`src/hw/cps_pkg.sv`:
```
// Package for the charger input power sequencer: register map, field layouts, timing.
// Assumes one 50 MHz system clock and a plain strobe register port.
package cps_pkg;
    localparam int CLK_HZ = 50_000_000;
    localparam int CLK_KHZ = 50_000;
    // Slow time base tick period.
    localparam int TICK_US = 1000;
    localparam int TICK_CYC = (CLK_HZ / 1_000_000) * TICK_US;
    // Sequencer delays in milliseconds, counted in ticks.
    localparam int BIAS_DLY_MS = 220;
    localparam int BIAS_DLY_MIN_MS = 100;
    localparam int RETRY_MS = 2000;
    localparam int BOOST_DLY_MS = 30;
    localparam int DET_MS = 1;

    localparam logic [3:0] ADDR_CTRL0 = 4'h0;
    localparam logic [3:0] ADDR_CFG1 = 4'h1;
    localparam logic [3:0] ADDR_BOOST = 4'h6;
    localparam logic [3:0] ADDR_MISC = 4'h7;
    localparam logic [3:0] ADDR_STATUS = 4'h8;
    localparam logic [3:0] ADDR_FAULT = 4'h9;

    // Control register 0 fields.
    localparam int HIZ_BIT = 7;
    localparam logic [3:0] VIN_LIM_RST = 4'h6;
    // Current limit codes.
    localparam logic [2:0] CURRENT_LIMIT_PIN_100 = 3'h0;
    localparam logic [2:0] CURRENT_LIMIT_PIN_500 = 3'h2;
    localparam logic [2:0] CURRENT_LIMIT_PIN_3A = 3'h7;
    localparam logic [2:0] CURRENT_LIMIT_PIN_RST = 3'h0;
    // Config register 1, boost register and misc register fields.
    localparam logic [1:0] CHG_CFG_RST = 2'h1;
    localparam logic [1:0] CHG_CFG_BOOST = 2'h2;
    localparam logic [2:0] SYSMIN_RST = 3'h5;
    localparam logic [1:0] TEMP_BAND_OFF = 2'h3;
    localparam logic [3:0] BOOST_VOLTAGE_FIELD_RST = 4'h7;
    localparam int FORCE_DET_BIT = 7;
    // Source type encodings, status and fault bit positions.
    localparam logic [1:0] SRC_UNKNOWN = 2'h0;
    localparam logic [1:0] SRC_USB = 2'h1;
    localparam logic [1:0] SRC_ADAPTER = 2'h2;
    localparam logic [1:0] SRC_OTG = 2'h3;
    localparam int ST_PG_BIT = 2;
    localparam int ST_DPM_BIT = 3;
    localparam int ST_SYSMIN_BIT = 0;
    localparam int FLT_BOOST_BIT = 6;
    localparam int FLT_IN_LSB = 4;

    typedef struct packed {
        logic uvlo_ok;
        logic above_sleep;
        logic below_ovp;
        logic src_good;
        logic bat_good;
        logic bat_above_low;
        logic bat_depleted;
        logic sys_below_bat;
        logic sys_above_2v2;
        logic at_sys_min;
        logic over_input_i;
        logic below_vin_lim;
        logic temp_ok;
        logic boost_fault;
        logic watchdog_to;
        logic charge_en;
    } cps_sense_t;

    typedef struct packed {
        logic bias_en;
        logic test_load;
        logic conv_en;
        logic boost_en;
        logic batt_sw_on;
        logic boost_1a5;
        logic [3:0] boost_v;
        logic [2:0] sys_min;
        logic [2:0] current_limit_pin_eff;
        logic [3:0] vin_lim;
        logic cut_charge;
    } cps_drive_t;
endpackage

```
`src/hw/cps_seq.sv`:
```
// Input power sequencer of a single-cell charger: bias, source check, limit detection,
// high-impedance handling, soft-start, boost enable and status reporting.
// Assumes analog comparator levels arrive synchronous to the system clock.
// Functional notes
// - Bias on after undervoltage release, sleep margin and 220 ms delay.
// - Outside boost, any failing bias condition keeps high-impedance state, bias off.
// - Start converter only below overvoltage and above poor-source level under test load.
// - Qualified source sets input-good status, drives low input-good pin, interrupts.
// - Failed poor-source check is retried every 2 seconds.
// - After input good, always run limit detection unless held in host-mode high-impedance.
// - Detection writes source type and limit; host may overwrite the limit.
// - Port-select high: 100 or 500 mA by OTG, type 01; low: 3 A, type 10.
// - 100 mA host with good battery enters high-impedance, sets control bit.
// - Host-mode high-impedance persists until host writes the control bit to 0, a watchdog timeout or a boost request.
// - Default mode clears control bit on removal and redetects on new source.
// - Force bit or watchdog redetects at 100 mA; bit self-clears.
// - After limit set, switching starts; battery switch off if charging disabled and not in supplement mode.
// - Soft-start forces 100 mA below 2.2 V, then lower of register and pin.
// - Boost after 30 ms with battery, sleep, OTG, config and temperature conditions.
// - Boost reports type 11, chooses 1 or 1.5 A, four-bit output voltage.
// - Boost fault sets its fault bit and interrupts.
// - Minimum system field defaults to 3.5 V; status bit while regulating there.
// - Current over limit or voltage under limit sets power-limit-loop bit, cuts charge.
// - Supplement mode on when system below battery, off at battery depletion.
// - Source type: 00 unknown, 01 USB host, 10 adapter, 11 OTG.
// - Fault bits latch; a read returns and clears them.
`timescale 1ns/1ps
module cps_seq
    import cps_pkg::*;
#(
    parameter int TICK_CYCLES = TICK_CYC
) (
    // Clock and reset.
    input wire logic i_clk_sys,
    input wire logic i_rst,
    // Register port.
    input wire logic [3:0] i_addr,
    input wire logic [7:0] i_wdata,
    input wire logic i_wr,
    input wire logic i_rd,
    output logic [7:0] o_rdata,
    // Pins and analog sense.
    input wire logic i_port_sel,
    input wire logic i_otg,
    input wire logic [2:0] i_current_limit_pin,
    input wire cps_sense_t i_sense,
    // Outputs.
    output cps_drive_t o_drive,
    output logic o_input_good_output_n,
    output logic o_int
);
    initial begin
        if (TICK_CYCLES < 2) $error("TICK_CYCLES too small");
    end

    typedef enum logic [6:0] {
        CPS_HIZ = 7'h01,
        CPS_BIAS = 7'h02,
        CPS_QUAL = 7'h04,
        CPS_RETRY = 7'h08,
        CPS_DET = 7'h10,
        CPS_RUN = 7'h20,
        CPS_BOOST = 7'h40
    } cps_state_t;

    cps_state_t state_r, state_nxt;
    logic [31:0] div_r;
    logic tick;
    logic [11:0] tmr_r;
    logic tmr_clr;
    logic hiz_r, host_mode_r, force_r, pg_r, int_r;
    logic [1:0] src_r, chg_cfg_r;
    logic [2:0] current_limit_pin_r, sys_min_r;
    logic [3:0] vin_lim_r, boost_voltage_field_r;
    logic [1:0] temp_band_r;
    logic boost_1a5_r, sup_r;
    logic [7:0] fault_r;

    // One slow tick keeps every delay on a single time base.
    assign tick = (div_r == 32'(TICK_CYCLES - 1));
    always_ff @(posedge i_clk_sys) begin
        if (i_rst || tick) div_r <= 32'h0;
        else div_r <= div_r + 32'h1;
    end
    always_ff @(posedge i_clk_sys) begin
        if (i_rst || tmr_clr) tmr_r <= 12'h0;
        else if (tick && tmr_r != 12'hFFF) tmr_r <= tmr_r + 12'h1;
    end

    wire bias_ok = i_sense.uvlo_ok && i_sense.above_sleep;
    wire qual_ok = i_sense.below_ovp && i_sense.src_good;
    wire boost_req = i_otg && (chg_cfg_r == CHG_CFG_BOOST);
    wire boost_ok = i_sense.bat_above_low && !i_sense.above_sleep && boost_req
        && (i_sense.temp_ok || temp_band_r == TEMP_BAND_OFF);
    wire wr0 = i_wr && i_addr == ADDR_CTRL0;
    wire wr7 = i_wr && i_addr == ADDR_MISC;
    wire host_clr_hiz = wr0 && !i_wdata[HIZ_BIT];
    wire redetect = force_r || i_sense.watchdog_to;
    wire [2:0] det_lim = !i_port_sel ? CURRENT_LIMIT_PIN_3A : (i_otg ? CURRENT_LIMIT_PIN_500 : CURRENT_LIMIT_PIN_100);
    wire [1:0] det_src = !i_port_sel ? SRC_ADAPTER : SRC_USB;
    wire det_hiz = i_port_sel && !i_otg && i_sense.bat_good;
    wire dly_bias = tmr_r >= 12'(BIAS_DLY_MS);
    wire dly_retry = tmr_r >= 12'(RETRY_MS);
    wire dly_boost = tmr_r >= 12'(BOOST_DLY_MS);
    wire dly_det = tmr_r >= 12'(DET_MS);
    wire rd_fault = i_rd && i_addr == ADDR_FAULT;
    wire pg_rise = (state_r == CPS_QUAL) && qual_ok;

    always_comb begin
        state_nxt = state_r;
        tmr_clr = 1'b0;
        case (state_r)
            CPS_HIZ: begin
                // Host-mode high-impedance holds until the host clears the bit or a watchdog timeout ends host mode; a boost request leaves it.
                if (boost_req) begin
                    state_nxt = CPS_BOOST;
                    tmr_clr = 1'b1;
                end else if (bias_ok && !(hiz_r && host_mode_r)) begin
                    state_nxt = CPS_BIAS;
                    tmr_clr = 1'b1;
                end
            end
            CPS_BIAS: begin
                if (!bias_ok) state_nxt = CPS_HIZ;
                else if (dly_bias) state_nxt = CPS_QUAL;
            end
            CPS_QUAL: begin
                tmr_clr = 1'b1;
                if (!bias_ok) state_nxt = CPS_HIZ;
                else if (qual_ok) state_nxt = CPS_DET;
                else state_nxt = CPS_RETRY;
            end
            CPS_RETRY: begin
                if (!bias_ok) state_nxt = CPS_HIZ;
                else if (dly_retry) state_nxt = CPS_QUAL;
            end
            CPS_DET: begin
                if (!bias_ok) state_nxt = CPS_HIZ;
                else if (dly_det) state_nxt = det_hiz ? CPS_HIZ : CPS_RUN;
            end
            CPS_RUN: begin
                if (!bias_ok || !i_sense.below_ovp) state_nxt = CPS_HIZ;
                else if (redetect) begin
                    state_nxt = CPS_DET;
                    tmr_clr = 1'b1;
                end
            end
            CPS_BOOST: begin
                if (!boost_req) state_nxt = CPS_HIZ;
            end
            default: state_nxt = CPS_HIZ;
        endcase
    end

    always_ff @(posedge i_clk_sys) begin
        if (i_rst) state_r <= CPS_HIZ;
        else state_r <= state_nxt;
    end

    // Control and detection results; detection wins over a host limit write in the same cycle.
    always_ff @(posedge i_clk_sys) begin
        if (i_rst) begin
            hiz_r <= 1'b0;
            host_mode_r <= 1'b0;
            current_limit_pin_r <= CURRENT_LIMIT_PIN_RST;
            vin_lim_r <= VIN_LIM_RST;
            src_r <= SRC_UNKNOWN;
            force_r <= 1'b0;
        end else begin
            if (i_sense.watchdog_to) host_mode_r <= 1'b0;
            else if (i_wr) host_mode_r <= 1'b1;
            if (state_r == CPS_DET && state_nxt != CPS_DET && bias_ok) begin
                src_r <= det_src;
                current_limit_pin_r <= det_lim;
                if (det_hiz) hiz_r <= 1'b1;
                force_r <= 1'b0;
            end else begin
                if (wr0) begin
                    hiz_r <= i_wdata[HIZ_BIT];
                    vin_lim_r <= i_wdata[6:3];
                    current_limit_pin_r <= i_wdata[2:0];
                end else if (!i_sense.uvlo_ok && !host_mode_r) begin
                    hiz_r <= 1'b0;
                end
                if (wr7 && i_wdata[FORCE_DET_BIT]) force_r <= 1'b1;
                if (state_nxt == CPS_BOOST) src_r <= SRC_OTG;
                else if (!i_sense.uvlo_ok) src_r <= SRC_UNKNOWN;
            end
        end
    end

    always_ff @(posedge i_clk_sys) begin
        if (i_rst) begin
            chg_cfg_r <= CHG_CFG_RST;
            sys_min_r <= SYSMIN_RST;
            boost_1a5_r <= 1'b0;
            boost_voltage_field_r <= BOOST_VOLTAGE_FIELD_RST;
            temp_band_r <= 2'h0;
        end else begin
            if (i_wr && i_addr == ADDR_CFG1) begin
                chg_cfg_r <= i_wdata[5:4];
                sys_min_r <= i_wdata[3:1];
                boost_1a5_r <= i_wdata[0];
            end
            if (i_wr && i_addr == ADDR_BOOST) begin
                boost_voltage_field_r <= i_wdata[7:4];
                temp_band_r <= i_wdata[1:0];
            end
        end
    end

    // Fault latch: a new event wins over the clear-on-read.
    always_ff @(posedge i_clk_sys) begin
        if (i_rst) begin
            fault_r <= 8'h00;
            pg_r <= 1'b0;
            int_r <= 1'b0;
            sup_r <= 1'b0;
        end else begin
            if (rd_fault) fault_r <= 8'h00;
            if (state_r == CPS_BOOST && i_sense.boost_fault)
                fault_r[FLT_BOOST_BIT] <= 1'b1;
            if (state_r == CPS_QUAL && !i_sense.src_good)
                fault_r[FLT_IN_LSB] <= 1'b1;
            if (pg_rise) pg_r <= 1'b1;
            else if (state_r == CPS_HIZ || state_r == CPS_BIAS) pg_r <= 1'b0;
            int_r <= pg_rise || (state_r == CPS_BOOST && i_sense.boost_fault);
            if (i_sense.sys_below_bat) sup_r <= 1'b1;
            else if (i_sense.bat_depleted) sup_r <= 1'b0;
        end
    end

    wire in_conv = (state_r == CPS_RUN) || (state_r == CPS_DET);
    wire power_limit_loop = in_conv && (i_sense.over_input_i || i_sense.below_vin_lim);
    wire [2:0] reg_pin_min = (current_limit_pin_r < i_current_limit_pin) ? current_limit_pin_r : i_current_limit_pin;
    wire [2:0] current_limit_pin_eff = (state_r == CPS_DET || !i_sense.sys_above_2v2)
        ? CURRENT_LIMIT_PIN_100 : reg_pin_min;
    wire [7:0] ctrl0 = {hiz_r, vin_lim_r, current_limit_pin_r};
    wire [7:0] status = {src_r, 2'h0, power_limit_loop, pg_r, 1'b0, i_sense.at_sys_min};
    wire [7:0] cfg1 = {2'h0, chg_cfg_r, sys_min_r, boost_1a5_r};

    always_ff @(posedge i_clk_sys) begin
        if (i_rst) o_rdata <= 8'h00;
        else if (i_rd) begin
            case (i_addr)
                ADDR_CTRL0: o_rdata <= ctrl0;
                ADDR_CFG1: o_rdata <= cfg1;
                ADDR_BOOST: o_rdata <= {boost_voltage_field_r, 2'h0, temp_band_r};
                ADDR_MISC: o_rdata <= {force_r, 7'h00};
                ADDR_STATUS: o_rdata <= status;
                ADDR_FAULT: o_rdata <= fault_r;
                default: o_rdata <= 8'h00;
            endcase
        end
    end

    always_comb begin
        o_drive.bias_en = !(state_r == CPS_HIZ || state_r == CPS_BIAS);
        o_drive.test_load = state_r == CPS_QUAL;
        o_drive.conv_en = state_r == CPS_RUN;
        o_drive.boost_en = state_r == CPS_BOOST && dly_boost && boost_ok;
        o_drive.batt_sw_on = (state_r == CPS_RUN) ? (i_sense.charge_en || sup_r) : 1'b1;
        o_drive.boost_1a5 = boost_1a5_r;
        o_drive.boost_v = boost_voltage_field_r;
        o_drive.sys_min = sys_min_r;
        o_drive.current_limit_pin_eff = current_limit_pin_eff;
        o_drive.vin_lim = vin_lim_r;
        o_drive.cut_charge = power_limit_loop;
    end
    assign o_input_good_output_n = !pg_r;
    assign o_int = int_r;

    bias_hiz_a: assert property (@(posedge i_clk_sys) disable iff (i_rst)
        !bias_ok |=> !o_drive.bias_en || state_r == CPS_BOOST)
        else $error("bias on with failing condition");
    pg_int_a: assert property (@(posedge i_clk_sys) disable iff (i_rst)
        pg_rise |=> pg_r && int_r && !o_input_good_output_n)
        else $error("input good not reported");
    det_limit_a: assert property (@(posedge i_clk_sys) disable iff (i_rst)
        state_r == CPS_DET |-> o_drive.current_limit_pin_eff == CURRENT_LIMIT_PIN_100)
        else $error("detection limit not forced");
    soft_start_a: assert property (@(posedge i_clk_sys) disable iff (i_rst)
        !i_sense.sys_above_2v2 |-> o_drive.current_limit_pin_eff == CURRENT_LIMIT_PIN_100)
        else $error("soft start limit wrong");
    hiz_hold_a: assert property (@(posedge i_clk_sys) disable iff (i_rst)
        state_r == CPS_HIZ && hiz_r && host_mode_r && !boost_req |=> state_r == CPS_HIZ)
        else $error("left host high impedance");
    boost_type_a: assert property (@(posedge i_clk_sys) disable iff (i_rst)
        state_r == CPS_BOOST && $past(state_r) == CPS_BOOST |-> src_r == SRC_OTG)
        else $error("boost source type wrong");
    boost_fault_a: assert property (@(posedge i_clk_sys) disable iff (i_rst)
        state_r == CPS_BOOST && i_sense.boost_fault |=> fault_r[FLT_BOOST_BIT] && o_int)
        else $error("boost fault not latched");
    dpm_flag_a: assert property (@(posedge i_clk_sys) disable iff (i_rst)
        o_drive.cut_charge |-> in_conv && (i_sense.over_input_i || i_sense.below_vin_lim))
        else $error("power limit flag wrong");
    boost_cond_a: assert property (@(posedge i_clk_sys) disable iff (i_rst)
        o_drive.boost_en |-> boost_req && i_sense.bat_above_low && tmr_r >= 12'(BOOST_DLY_MS))
        else $error("boost started early");

    // Sequencer timing: bias and retry waits hold until their delays run out; poor source refused, converter stopped.
    bias_delay_a: assert property (@(posedge i_clk_sys) disable iff (i_rst)
        state_r == CPS_BIAS && bias_ok && !dly_bias |=> state_r == CPS_BIAS)
        else $error("bias delay cut short");
    qual_fail_a: assert property (@(posedge i_clk_sys) disable iff (i_rst)
        state_r == CPS_QUAL && bias_ok && !qual_ok |=> state_r == CPS_RETRY)
        else $error("poor source not refused");
    retry_wait_a: assert property (@(posedge i_clk_sys) disable iff (i_rst)
        state_r == CPS_RETRY && bias_ok && !dly_retry |=> state_r == CPS_RETRY)
        else $error("retry interval cut short");
    conv_off_a: assert property (@(posedge i_clk_sys) disable iff (i_rst)
        state_r == CPS_RUN && (!bias_ok || !i_sense.below_ovp) |=> !o_drive.conv_en)
        else $error("converter kept running");

    // Detection results and the control bit they touch.
    det_result_a: assert property (@(posedge i_clk_sys) disable iff (i_rst)
        state_r == CPS_DET && state_nxt == CPS_RUN
        |=> src_r == $past(det_src) && current_limit_pin_r == $past(det_lim))
        else $error("detection result not stored");
    det_hiz_a: assert property (@(posedge i_clk_sys) disable iff (i_rst)
        state_r == CPS_DET && state_nxt == CPS_HIZ && bias_ok |=> hiz_r)
        else $error("high impedance bit not set");
    force_clear_a: assert property (@(posedge i_clk_sys) disable iff (i_rst)
        state_r == CPS_DET && state_nxt != CPS_DET && bias_ok |=> !force_r)
        else $error("force bit not cleared");
    default_clear_a: assert property (@(posedge i_clk_sys) disable iff (i_rst)
        !i_sense.uvlo_ok && !host_mode_r && !wr0 |=> !hiz_r)
        else $error("control bit kept on removal");

    // Power path, boost exit and the fault latch.
    batt_sw_a: assert property (@(posedge i_clk_sys) disable iff (i_rst)
        state_r == CPS_RUN && !i_sense.charge_en && !sup_r |-> !o_drive.batt_sw_on)
        else $error("battery switch on while disabled");
    supp_on_a: assert property (@(posedge i_clk_sys) disable iff (i_rst)
        i_sense.sys_below_bat |=> sup_r)
        else $error("supplement mode not entered");
    boost_exit_a: assert property (@(posedge i_clk_sys) disable iff (i_rst)
        state_r == CPS_BOOST && !boost_req |=> state_r == CPS_HIZ)
        else $error("boost kept without request");
    fault_hold_a: assert property (@(posedge i_clk_sys) disable iff (i_rst)
        fault_r[FLT_BOOST_BIT] && !rd_fault |=> fault_r[FLT_BOOST_BIT])
        else $error("fault bit lost");
    fault_clear_a: assert property (@(posedge i_clk_sys) disable iff (i_rst)
        rd_fault && !(state_r == CPS_BOOST && i_sense.boost_fault)
        && !(state_r == CPS_QUAL && !i_sense.src_good) |=> fault_r == 8'h00)
        else $error("fault read did not clear");
endmodule

```
`config.mk`:
```
export PLATFORM = sky130hd
export DESIGN_NAME = cps_seq
export DESIGN_NICKNAME = d
export VERILOG_FILES = /design/src/hw/cps_pkg.sv /design/src/hw/cps_seq.sv
export SDC_FILE = /design/constraint.sdc
export NUM_CORES = 1
export LEC_CHECK = 0
export ABC_AREA = 1
export BUFFER_PORTS_ARGS = -buffer_cell sky130_fd_sc_hd__clkbuf_2
export CAP_MARGIN = 20
export CORE_UTILIZATION = 40
export CTS_CLUSTER_DIAMETER = 40
export CTS_CLUSTER_SIZE = 8
export DETAILED_ROUTE_END_ITERATION = 10
export HOLD_SLACK_MARGIN = 0.1
export PLACE_DENSITY = 0.65
export SYNTH_ARGS = -nofsm -noshare
export SYNTH_HDL_FRONTEND = slang
export SYNTH_SLANG_ARGS = --single-unit
```
`constraint.sdc`:
```
create_clock -name i_clk_sys -period 3.4 [get_ports i_clk_sys]
set_input_delay 0.51 -clock i_clk_sys [delete_from_list [all_inputs] [get_ports i_clk_sys]]
set_output_delay 0.51 -clock i_clk_sys [all_outputs]
set_load 0.005 [all_outputs]
```
==> results of run 1 <==
[cells in the mapped netlist (7+ instances only)]
cell type / number
nand2_1: 152
inv_1: 110
dfxtp_1: 88
nor2_1: 62
a21oi_1: 43
nand3_1: 36
xor2_1: 25
nor3_1: 24
nand4_1: 22
nand2_2: 15
o21ai_0: 15
inv_2: 13
a21oi_2: 9
nand3_2: 9
nor2_2: 9
nor2_4: 9
nor4_1: 9
o211ai_1: 9
ha_1: 7
[layout make-up]
| type | count | area share [%] |
|---|---|---|
| clock buffers | 9 | 3.84 |
| flip-flops and latches | 88 | 30.1 |
| repair buffers | 69 | 5.98 |
| well taps | 168 | 3.59 |
| clock inverters | 7 | 1.05 |
| multi-input cells | 496 | 47.3 |
| inverters | 126 | 8.22 |
[sequential cells by signal, summed over array words and instances, names as in the netlist]
register               cells
chg_cfg_r                  2
fault_r                    2
vin_lim_r                  4
div_r                     32
tmr_r                     12
src_r                      2
boost_voltage_field_r      4
o_rdata                    8
host_mode_r                1
sup_r                      1
current_limit_pin_r        3
hiz_r                      1
force_r                    1
state_r                    7
sys_min_r                  3
boost_1a5_r                1
o_int                      1
pg_r                       1
temp_band_r                2
[through the flow]
stage	setup slack [ns]	std cells	instance area [um^2]	hold slack [ns]	util, %
final	0.941	963	5860	0.368	48.0
after global routing	0.832	963	5860	0.368	48.0
after CTS	0.939	963	5860	0.362	48.0
after detailed placement	1.04	947	5580	0.431	45.7
after global placement	1.08	947	5580	0.428	45.7
after floorplan	1.34	723	5090	0.413	-
[worst min-delay path by stage]
stage,cells after the start,endpoint
2_1_floorplan,1,div_r[0]
4_1_cts,2,host_mode_r
3_3_place_gp,1,div_r[0]
5_1_grt,2,host_mode_r
3_5_place_dp,1,div_r[0]
6_report,2,host_mode_r
[kinds of logic after synthesis]
group | share of synthesized area, %
DFF | 34.6
adders and majority gates | 1.72
xor gates and xnor gates | 4.30
AOI/OAI and AO/OA | 11.5
and+or+nand+nor | 37.0
buffers and inverters | 10.9
[where the power goes]
group	switching, mW	internal (mW)	total [mW]
registers	0.0110	1.04	1.05
logic	0.0925	0.0505	0.143
clock network	0.454	0.510	0.964
[per-layer routing]
metal | global-route usage, % | wire length, um
met5 | 0 | 0
met4 | 3.81 | 88
met3 | 4.59 | 538
met2 | 31.2 | 5590
met1 | 27.7 | 6270
==> summary.md, run 1 <==
| Metric | Value |
|---|---|
| Status | complete, no violations |
| Post-CTS setup buffers | 0 |
| H-Tree Level Count | 3 |
| Largest net degree at the start of global routing | 27 |
| Final period utilization | 72.3% |
| Drt first-iter violations | 446 |
| First-pass iteration count of the detailed router | 5 |
| Via density | 4.90 |
| Cell area power density | 369 mW/mm^2 |
| TritonCTS Buffers | 9 |
| CP cell instances | ha_1, a21oi_1, inv_1, a31oi_1, nor2_1, a211oi_1, clkbuf_2 |
| FFs w/ async S/R, synth | 0% |
| Final WL | 12500 um |
| CP endpoint | o_drive[6] |
| Detail Placement HPWL | 9800 um |
| Top cell type's share of synthesized area | 34.6% |
| Reg2reg end | div_r[16] |
| Slew headroom | 49.8% |
| Mean Syn Cell Area | 7.04 um^2 |
| Max incr delay on CP | 0.42 ns |
| Number of enable flip-flop cells after synthesis | 0 |
| Worst-Margin Slew | 0.752 ns |
| Site Rows | 40 |
| First-pass GRT wire length | 20400 um |
| Final setup violating endpoints | 0 |
| Vias | 4721 |
| Synth Register Bits | 88 |
| Placeable Area | 0.0122 mm^2 |
| Worst path bufs/invs | 2 |
| Cells after synthesis | 723 |
| Gpl congestion | 0.904 |
| Most common cell after layout, fill and taps aside | nand2_1 |
| Worst vdd ir | 238 uV |
| Initial antenna violation count | 0 |
| CP Data Arrival Time | 1.95 ns |
| Critical path's slowest cell | dfxtp_1 |
| R2r setup slk | 1.18 ns |
| Crit path max-delay family | compound AO/OA/AOI/OAI gates |
| Nets | 834 |
| Crit-path max FO | 4 |
| Synth top area cells | dfxtp_1 (35%), nand2_1 (11%), inv_1 (8.1%), nor2_1 (4.6%), xor2_1 (4.3%) |
| Fillers | 1286 |
| PnR Total Power | 2.16 mW |
| Die area | 0.0132 mm^2 |
| Buffers on Ports | 67 |
| ANT cells | 0 |
| CTS clock-pin slew for the worst setup and hold paths | 0.07 ns |
| Footprint of the multi-input gates | 0.00277 mm^2 |
| Min-delay src | i_sense[1] |
| Ys Warns | 0 |
| IO Pins | 68 |
| Vias in the first global route | 4229 |
| WP data required | 2.89 ns |
| DIE HEIGHT | 115 um |
| Hold-fix buffer count after cts | 0 |
| CTS tree | built |
| Mapped cell area | 0.00509 mm^2 |
| Reg2Reg Launch Point | div_r[0] |
| Post-DR wirelength/cell | 13.0 um |
| Clock Path Buffers | 2 |
| Worst hold path type | in -> reg |
| PostCTS Resize Cnt | 0 |
| DRC violations left | 0 |
| P&R area growth vs syn | 15.2% |
| Crit end category | output pin |
| Syn Nets | 767 |
| CTS Sinks | 88 |
| Leak Pwr | 2.54 nW |
| Setup TNS | 0 ns |
| Clk root buf | clkbuf_16 |
| Post-synthesis cell type count | 49 |
| Max Slew Vio Count | 0 |
| DRT antenna net count | 0 |
| Setup CP Type | reg -> out |
| Aggregate global routing overflow | 0 |
| RSZ-0062 raised after global routing | no |
| Die X | 115 um |
| Initial core utilization | 41.7% |
| Sequential cell area | 0.00176 mm^2 |
| Min Clock Period, post-route | 2.46 ns |
| Fmax achieved | 407 MHz |
| Fraction of layout cells with a size suffix above 1 | 21.5% |
| Cells on worst reg2reg path | 11 |
| Cell taking the most area after synthesis | dfxtp_1 |
| CP Depth | 7 |
| Post-synthesis sequential area ratio | 34.6% |
| Final Skew | 0.00752 ns |
| Final Hold Fails | 0 |
| Crit path from | current_limit_pin_r[2] |
| Main synth FF type | dfxtp_1 |
| Total of max-cap violations | 0 |
| Setup crit start kind | register |
| Clk_lat worst skew | 0.34 ns |
| Most frequent cells in the layout | nand2_1 (152), inv_1 (110), dfxtp_1 (88) |
| Global Route Usage Sum | 19.8% |
No activity file was read; power rests on OpenSTA's default activity.
==> inputs of run 2 (changes only) <==
--- a/config.mk
+++ b/config.mk
@@ -13,7 +13,7 @@
 export CTS_CLUSTER_SIZE = 8
 export DETAILED_ROUTE_END_ITERATION = 10
 export HOLD_SLACK_MARGIN = 0.1
-export PLACE_DENSITY = 0.65
+export PLACE_DENSITY = 0.67
 export SYNTH_ARGS = -nofsm -noshare
 export SYNTH_HDL_FRONTEND = slang
 export SYNTH_SLANG_ARGS = --single-unit
==> constraint.sdc (replaced) <==
create_clock -name i_clk_sys -period 2.1 [get_ports i_clk_sys]
set_input_delay 0.315 -clock i_clk_sys [delete_from_list [all_inputs] [get_ports i_clk_sys]]
set_output_delay 0.315 -clock i_clk_sys [all_outputs]
set_load 0.005 [all_outputs]
==> run 2 against run 1 <==
Design area up 2.1%; critical endpoint is now o_drive[5]; power rose by 62%; register-to-register slack lost 0.93 ns; sequential share of layout area fell by 0.53 points; sequential power grew 62%; critical path depth is the same; non-clock buffer count increased by 8; clock-buffer cell count increased by 1; cell count is 0.83% higher; die area is the same; utilization increased by 0.99 points.
==> summary.md, run 2 (same netlist as run 1, synthesis figures left out) <==
| Metric | Value |
|---|---|
| Cell area power density | 585 mW/mm^2 |
| Drt first-iter violations | 294 |
| CP Data Arrival Time | 1.69 ns |
| Setup slack after layout | 0.0965 ns |
| Most frequent cells in the layout | nand2_1 (152), inv_1 (108), dfxtp_1 (86) |
| Aggregate global routing overflow | 0 |
| Placement Cell Area | 0.00564 mm^2 |
| Clk_lat worst skew | 0.34 ns |
| Slew headroom | 70.1% |
| Min Clock Period, post-route | 2.00 ns |
| Sequential share of power | 48.7% |
| Setup CP Type | reg -> out |
| Status | complete, no violations |
| Leak Pwr | 2.59 nW |
| Worst-Margin Slew | 0.444 ns |
| Fillers | 1265 |
| NetSw | 881 uW |
| ANT cells | 0 |
| Nets | 842 |
| Initial antenna violation count | 0 |
| Top reg by flops | div_r |
| Final period utilization | 95.4% |
| Post-route cell area | 0.00598 mm^2 |
| Gpl congestion | 0.881 |
| Final Skew | 0.00476 ns |
| Worst hold path type | in -> reg |
| Pint | 2.62 mW |
| Final setup violating endpoints | 0 |
| Global Route Usage Sum | 20.3% |
| First-pass GRT wire length | 21100 um |
| Post-placement setup slack | 0.113 ns |
| TritonCTS Buffers | 9 |
| Total of max-cap violations | 0 |
| Switching Share | 25.2% |
| DIE HEIGHT | 115 um |
| Vias | 4797 |
| Largest regs | div_r (32), tmr_r (12), o_rdata (8) |
| Clk root buf | clkbuf_16 |
| Setup crit start kind | register |
| Detail Placement HPWL | 9920 um |
| WP data required | 1.78 ns |
| Setup TNS | 0 ns |
| Post-DR wirelength/cell | 13.1 um |
| IO Pins | 68 |
| Critical path's slowest cell | dfxtp_4 |
| Vias in the first global route | 4475 |
| Crit end category | output pin |
| Combinational power share | 7.2% |
| Largest register FFs | 32 |
| RSZ-0062 raised after global routing | no |
| Max incr delay on CP | 0.36 ns |
| CP cell instances | ha_4, a21oi_4, inv_2, a31oi_4, nor2_1, a211oi_1, buf_2 |
| Largest net degree at the start of global routing | 25 |
| Fmax achieved | 499 MHz |
| Buffers on Ports | 67 |
| Site Rows | 40 |
| Crit-path max FO | 4 |
| Initial core utilization | 41.7% |
| Placeable Area | 0.0122 mm^2 |
| Die area | 0.0132 mm^2 |
| CTS clock-pin slew for the worst setup and hold paths | 0.07 ns |
| DRC violations left | 0 |
| Die X | 115 um |
| WHS | 0.174 ns |
| H-Tree Level Count | 3 |
| DRT antenna net count | 0 |
| Final Hold Fails | 0 |
| Max Slew Vio Count | 0 |
| Most common cell after layout, fill and taps aside | nand2_1 |
| Clock Path Buffers | 2 |
| Final core occ | 49.0% |
| Final WL | 12700 um |
| Hold-fix buffer count after cts | 0 |
| CTS Sinks | 88 |
| Clock power share | 44.1% |
| Fraction of layout cells with a size suffix above 1 | 23.4% |
| CTS tree | built |
| Via density | 4.94 |
| Worst vdd ir | 388 uV |
| P&R area growth vs syn | 17.6% |
| First-pass iteration count of the detailed router | 5 |
[run 2: routing by layer]
| layer | share of wire, % | global-route usage (%) |
|---|---|---|
| met1 | 48 | 27.8 |
| met5 | 0 | 0 |
| met4 | 2.3 | 6.67 |
| met3 | 6.3 | 5.01 |
| met2 | 43 | 31.2 |
[run 2: repair_timing]
| item | 4_1_cts | 5_1_grt |
|---|---|---|
| setup endpoints to repair | 2 | 14 |
| resized for setup | 5 | 10 |
| buffers inserted | 0 | 0 |
[run 2: worst paths after layout]
kind,startpoint,end,slack [ns],cells after the start
setup / recovery,current_limit_pin_r[2],o_drive[5],0.1,7
hold / removal,i_sense[8],sup_r,0.17,3
setup reg to reg,tmr_r[1],hiz_r,0.25,14
hold reg to reg,div_r[0],div_r[0],0.45,1
[run 2: layout make-up]
cell class | count | area, um^2 | area share, %
Inverter | 126 | 482 | 8.05
Timing Repair Buffer | 77 | 410 | 6.86
Sequential cell | 88 | 1770 | 29.5
Clock buffer | 10 | 239 | 3.99
Multi-Input combinational cell | 496 | 2830 | 47.3
Tap cell | 168 | 210 | 3.51
Clock inverter | 6 | 43.8 | 0.732
[run 2: through the flow]
stage	power [mW]	cells
global placement	1.98	955
floorplan	1.88	723
detailed placement	1.98	955
CTS	3.52	971
finish	3.50	971
global route	3.62	971
[run 2: power groups by stage]
stage / clock network, mW / logic, mW / registers (mW)
2_1_floorplan: 0 / 0.140 / 1.74
3_3_place_gp: 0 / 0.240 / 1.74
3_5_place_dp: 0 / 0.242 / 1.74
4_1_cts: 1.56 / 0.248 / 1.71
5_1_grt: 1.64 / 0.279 / 1.71
6_report: 1.54 / 0.252 / 1.70
[run 2: critical path: cells and delay by family, from the launching register on]
family | cells | cell delay [ns]
and+or+nand+nor | 1 | 0.06
AOI/OAI and AO/OA | 3 | 0.48
DFF | 1 | 0.36
adders and majority gates | 1 | 0.23
buffers and inverters | 2 | 0.21
==> inputs of run 3 (changes only) <==
--- a/config.mk
+++ b/config.mk
@@ -9,6 +9,7 @@
 export BUFFER_PORTS_ARGS = -buffer_cell sky130_fd_sc_hd__clkbuf_2
 export CAP_MARGIN = 20
 export CORE_UTILIZATION = 40
+export CTS_BUF_LIST = sky130_fd_sc_hd__clkbuf_4
 export CTS_CLUSTER_DIAMETER = 40
 export CTS_CLUSTER_SIZE = 8
 export DETAILED_ROUTE_END_ITERATION = 10
==> run 3 against run 2 <==
The flow now finishes with violations (setup timing); critical endpoint is now o_drive[6]; largest cell class unchanged; sequential share of layout area is 0.37 points higher; worst hold slack worse by 0.050 ns; maximum frequency is 5.5% lower; design area fell by 0.88%.
==> summary.md, run 3 (same netlist as run 1, synthesis figures left out) <==
| Metric | Value |
|---|---|
| Placement Cell Area | 0.00564 mm^2 |
| Setup TNS | -0.0195 ns |
| Final period utilization | 101% |
| Largest register FFs | 32 |
| Most frequent cells in the layout | nand2_1 (152), inv_1 (108), dfxtp_1 (81) |
| Critical path's slowest cell | dfxtp_4 |
| Cells on worst reg2reg path | 9 |
| DIE HEIGHT | 115 um |
| DRC violations left | 0 |
| Sequential cell area | 0.00177 mm^2 |
| Final core occ | 48.6% |
| First-pass iteration count of the detailed router | 5 |
| CTS Sinks | 88 |
| Crit end category | output pin |
| Die area | 0.0132 mm^2 |
| Worst hold stages | 3 |
| RSZ-0062 raised after global routing | yes |
| Worst hold path type | in -> reg |
| H-Tree Level Count | 3 |
| Worst path bufs/invs | 2 |
| Status | complete, but fails checks |
| Failing checks | setup timing |
| Setup crit start kind | register |
| Vias in the first global route | 4528 |
| Min Clock Period, post-route | 2.12 ns |
| Gpl congestion | 0.881 |
| Crit path max-delay family | compound AO/OA/AOI/OAI gates |
| Setup CP Type | reg -> out |
| CP cell instances | ha_4, a21oi_4, inv_2, a31oi_4, nor2_1, a211oi_1, clkbuf_2 |
| Total of max-cap violations | 0 |
| Initial antenna violation count | 0 |
| Final Skew | 0.0192 ns |
| Top reg by flops | div_r |
| WHS | 0.124 ns |
| Vias | 4856 |
| Worst-Margin Slew | 0.439 ns |
| Largest net degree at the start of global routing | 25 |
| CTS clock-pin slew for the worst setup and hold paths | 0.14 ns |
| P&R area growth vs syn | 16.5% |
| Max Slew Vio Count | 0 |
| DRT antenna net count | 0 |
| Detail Placement HPWL | 9920 um |
| Worst vdd ir | 315 uV |
| First-pass GRT wire length | 21100 um |
| WP data required | 1.78 ns |
| Fmax achieved | 472 MHz |
| TritonCTS Buffers | 9 |
| Final Hold Fails | 0 |
| Placeable Area | 0.0122 mm^2 |
| Slew headroom | 70.5% |
| Initial core utilization | 41.7% |
| Drt first-iter violations | 247 |
| Fraction of layout cells with a size suffix above 1 | 24.0% |
| Clk root buf | clkbuf_4 |
| Largest regs | div_r (32), tmr_r (12), o_rdata (8) |
| Die X | 115 um |
| Via density | 4.96 |
| Final setup violating endpoints | 1 |
| Fillers | 1281 |
| Post-DR wirelength/cell | 13.0 um |
| Nets | 851 |
| Crit-path max FO | 3 |
| Final WL | 12800 um |
| CP Data Arrival Time | 1.80 ns |
| Most common cell after layout, fill and taps aside | nand2_1 |
| Site Rows | 40 |
| ANT cells | 0 |
| Footprint of the multi-input gates | 0.00286 mm^2 |
| Max incr delay on CP | 0.38 ns |
| Clk_lat worst skew | 0.45 ns |
| Cell area power density | 476 mW/mm^2 |
| Post-route cell area | 0.00593 mm^2 |
| Clock Path Buffers | 2 |
| IO Pins | 68 |
| Buffers on Ports | 67 |
| Global Route Usage Sum | 20.3% |
| CTS tree | built |
| Leak Pwr | 2.57 nW |
| Setup slack after layout | -0.0195 ns |
| Aggregate global routing overflow | 0 |
| CP Depth | 7 |
==> run 3: worst paths after layout <==
kind	start	end	slack, ns
worst max register to register	tmr_r[0]	tmr_r[2]	0.23
worst min-delay path	i_wdata[5]	boost_voltage_field_r[1]	0.12
worst max-delay path	current_limit_pin_r[2]	o_drive[6]	-0.02
worst min register to register	div_r[0]	div_r[0]	0.46
==> run 3: where the power goes <==
group          switching [mW]  internal (mW)
Clock                   0.609          0.244
Sequential             0.0161           1.69
Combinational           0.163          0.102
Total                   0.788           2.04
==> run 3: layer usage <==
metal	track usage, %	vias to the layer above	share of wire [%]
met5	0	-	0
met4	7.36	0	2.6
met3	4.38	22	4.8
met2	31.3	118	44
met1	27.9	2205	49
li1	-	2511	-
==> run 3: cell type report <==
| class | count | share of cell area, % |
|---|---|---|
| clock inverter | 7 | 0.802 |
| multi-input combinational | 496 | 48.1 |
| clock buffer | 9 | 1.14 |
| sequential | 88 | 29.9 |
| timing repair buffer | 86 | 8.35 |
| tap | 168 | 3.54 |
| inverter | 126 | 8.12 |
==> run 3: repair_timing <==
action                                 in CTS  in global routing
gates resized for setup                    11                 13
hold buffers                                7                  0
buffers inserted                            2                  0
setup endpoints to repair                   3                 20
endpoints found under the hold margin       8                  0
==> run 3: worst register-to-register path: stages (launching register included) <==
cell and delay, ns:
dfxtp_2 0.43, ha_1 0.24, nand3_2 0.12, nor3_2 0.15, nand2_1 0.13, nor4_4 0.28
nor2_4 0.14, inv_6 0.14, nand2_2 0.06, a21oi_2 0.11
==> run 3: metrics by stage <==
step	cells	power [mW]	setup WS [ns]
final	980	2.82	-0.0195
after floorplan	723	1.88	0.393
after global placement	955	1.98	0.136
after CTS	980	2.85	-0.00794
after global routing	980	2.96	-0.106
after detailed placement	955	1.98	0.113
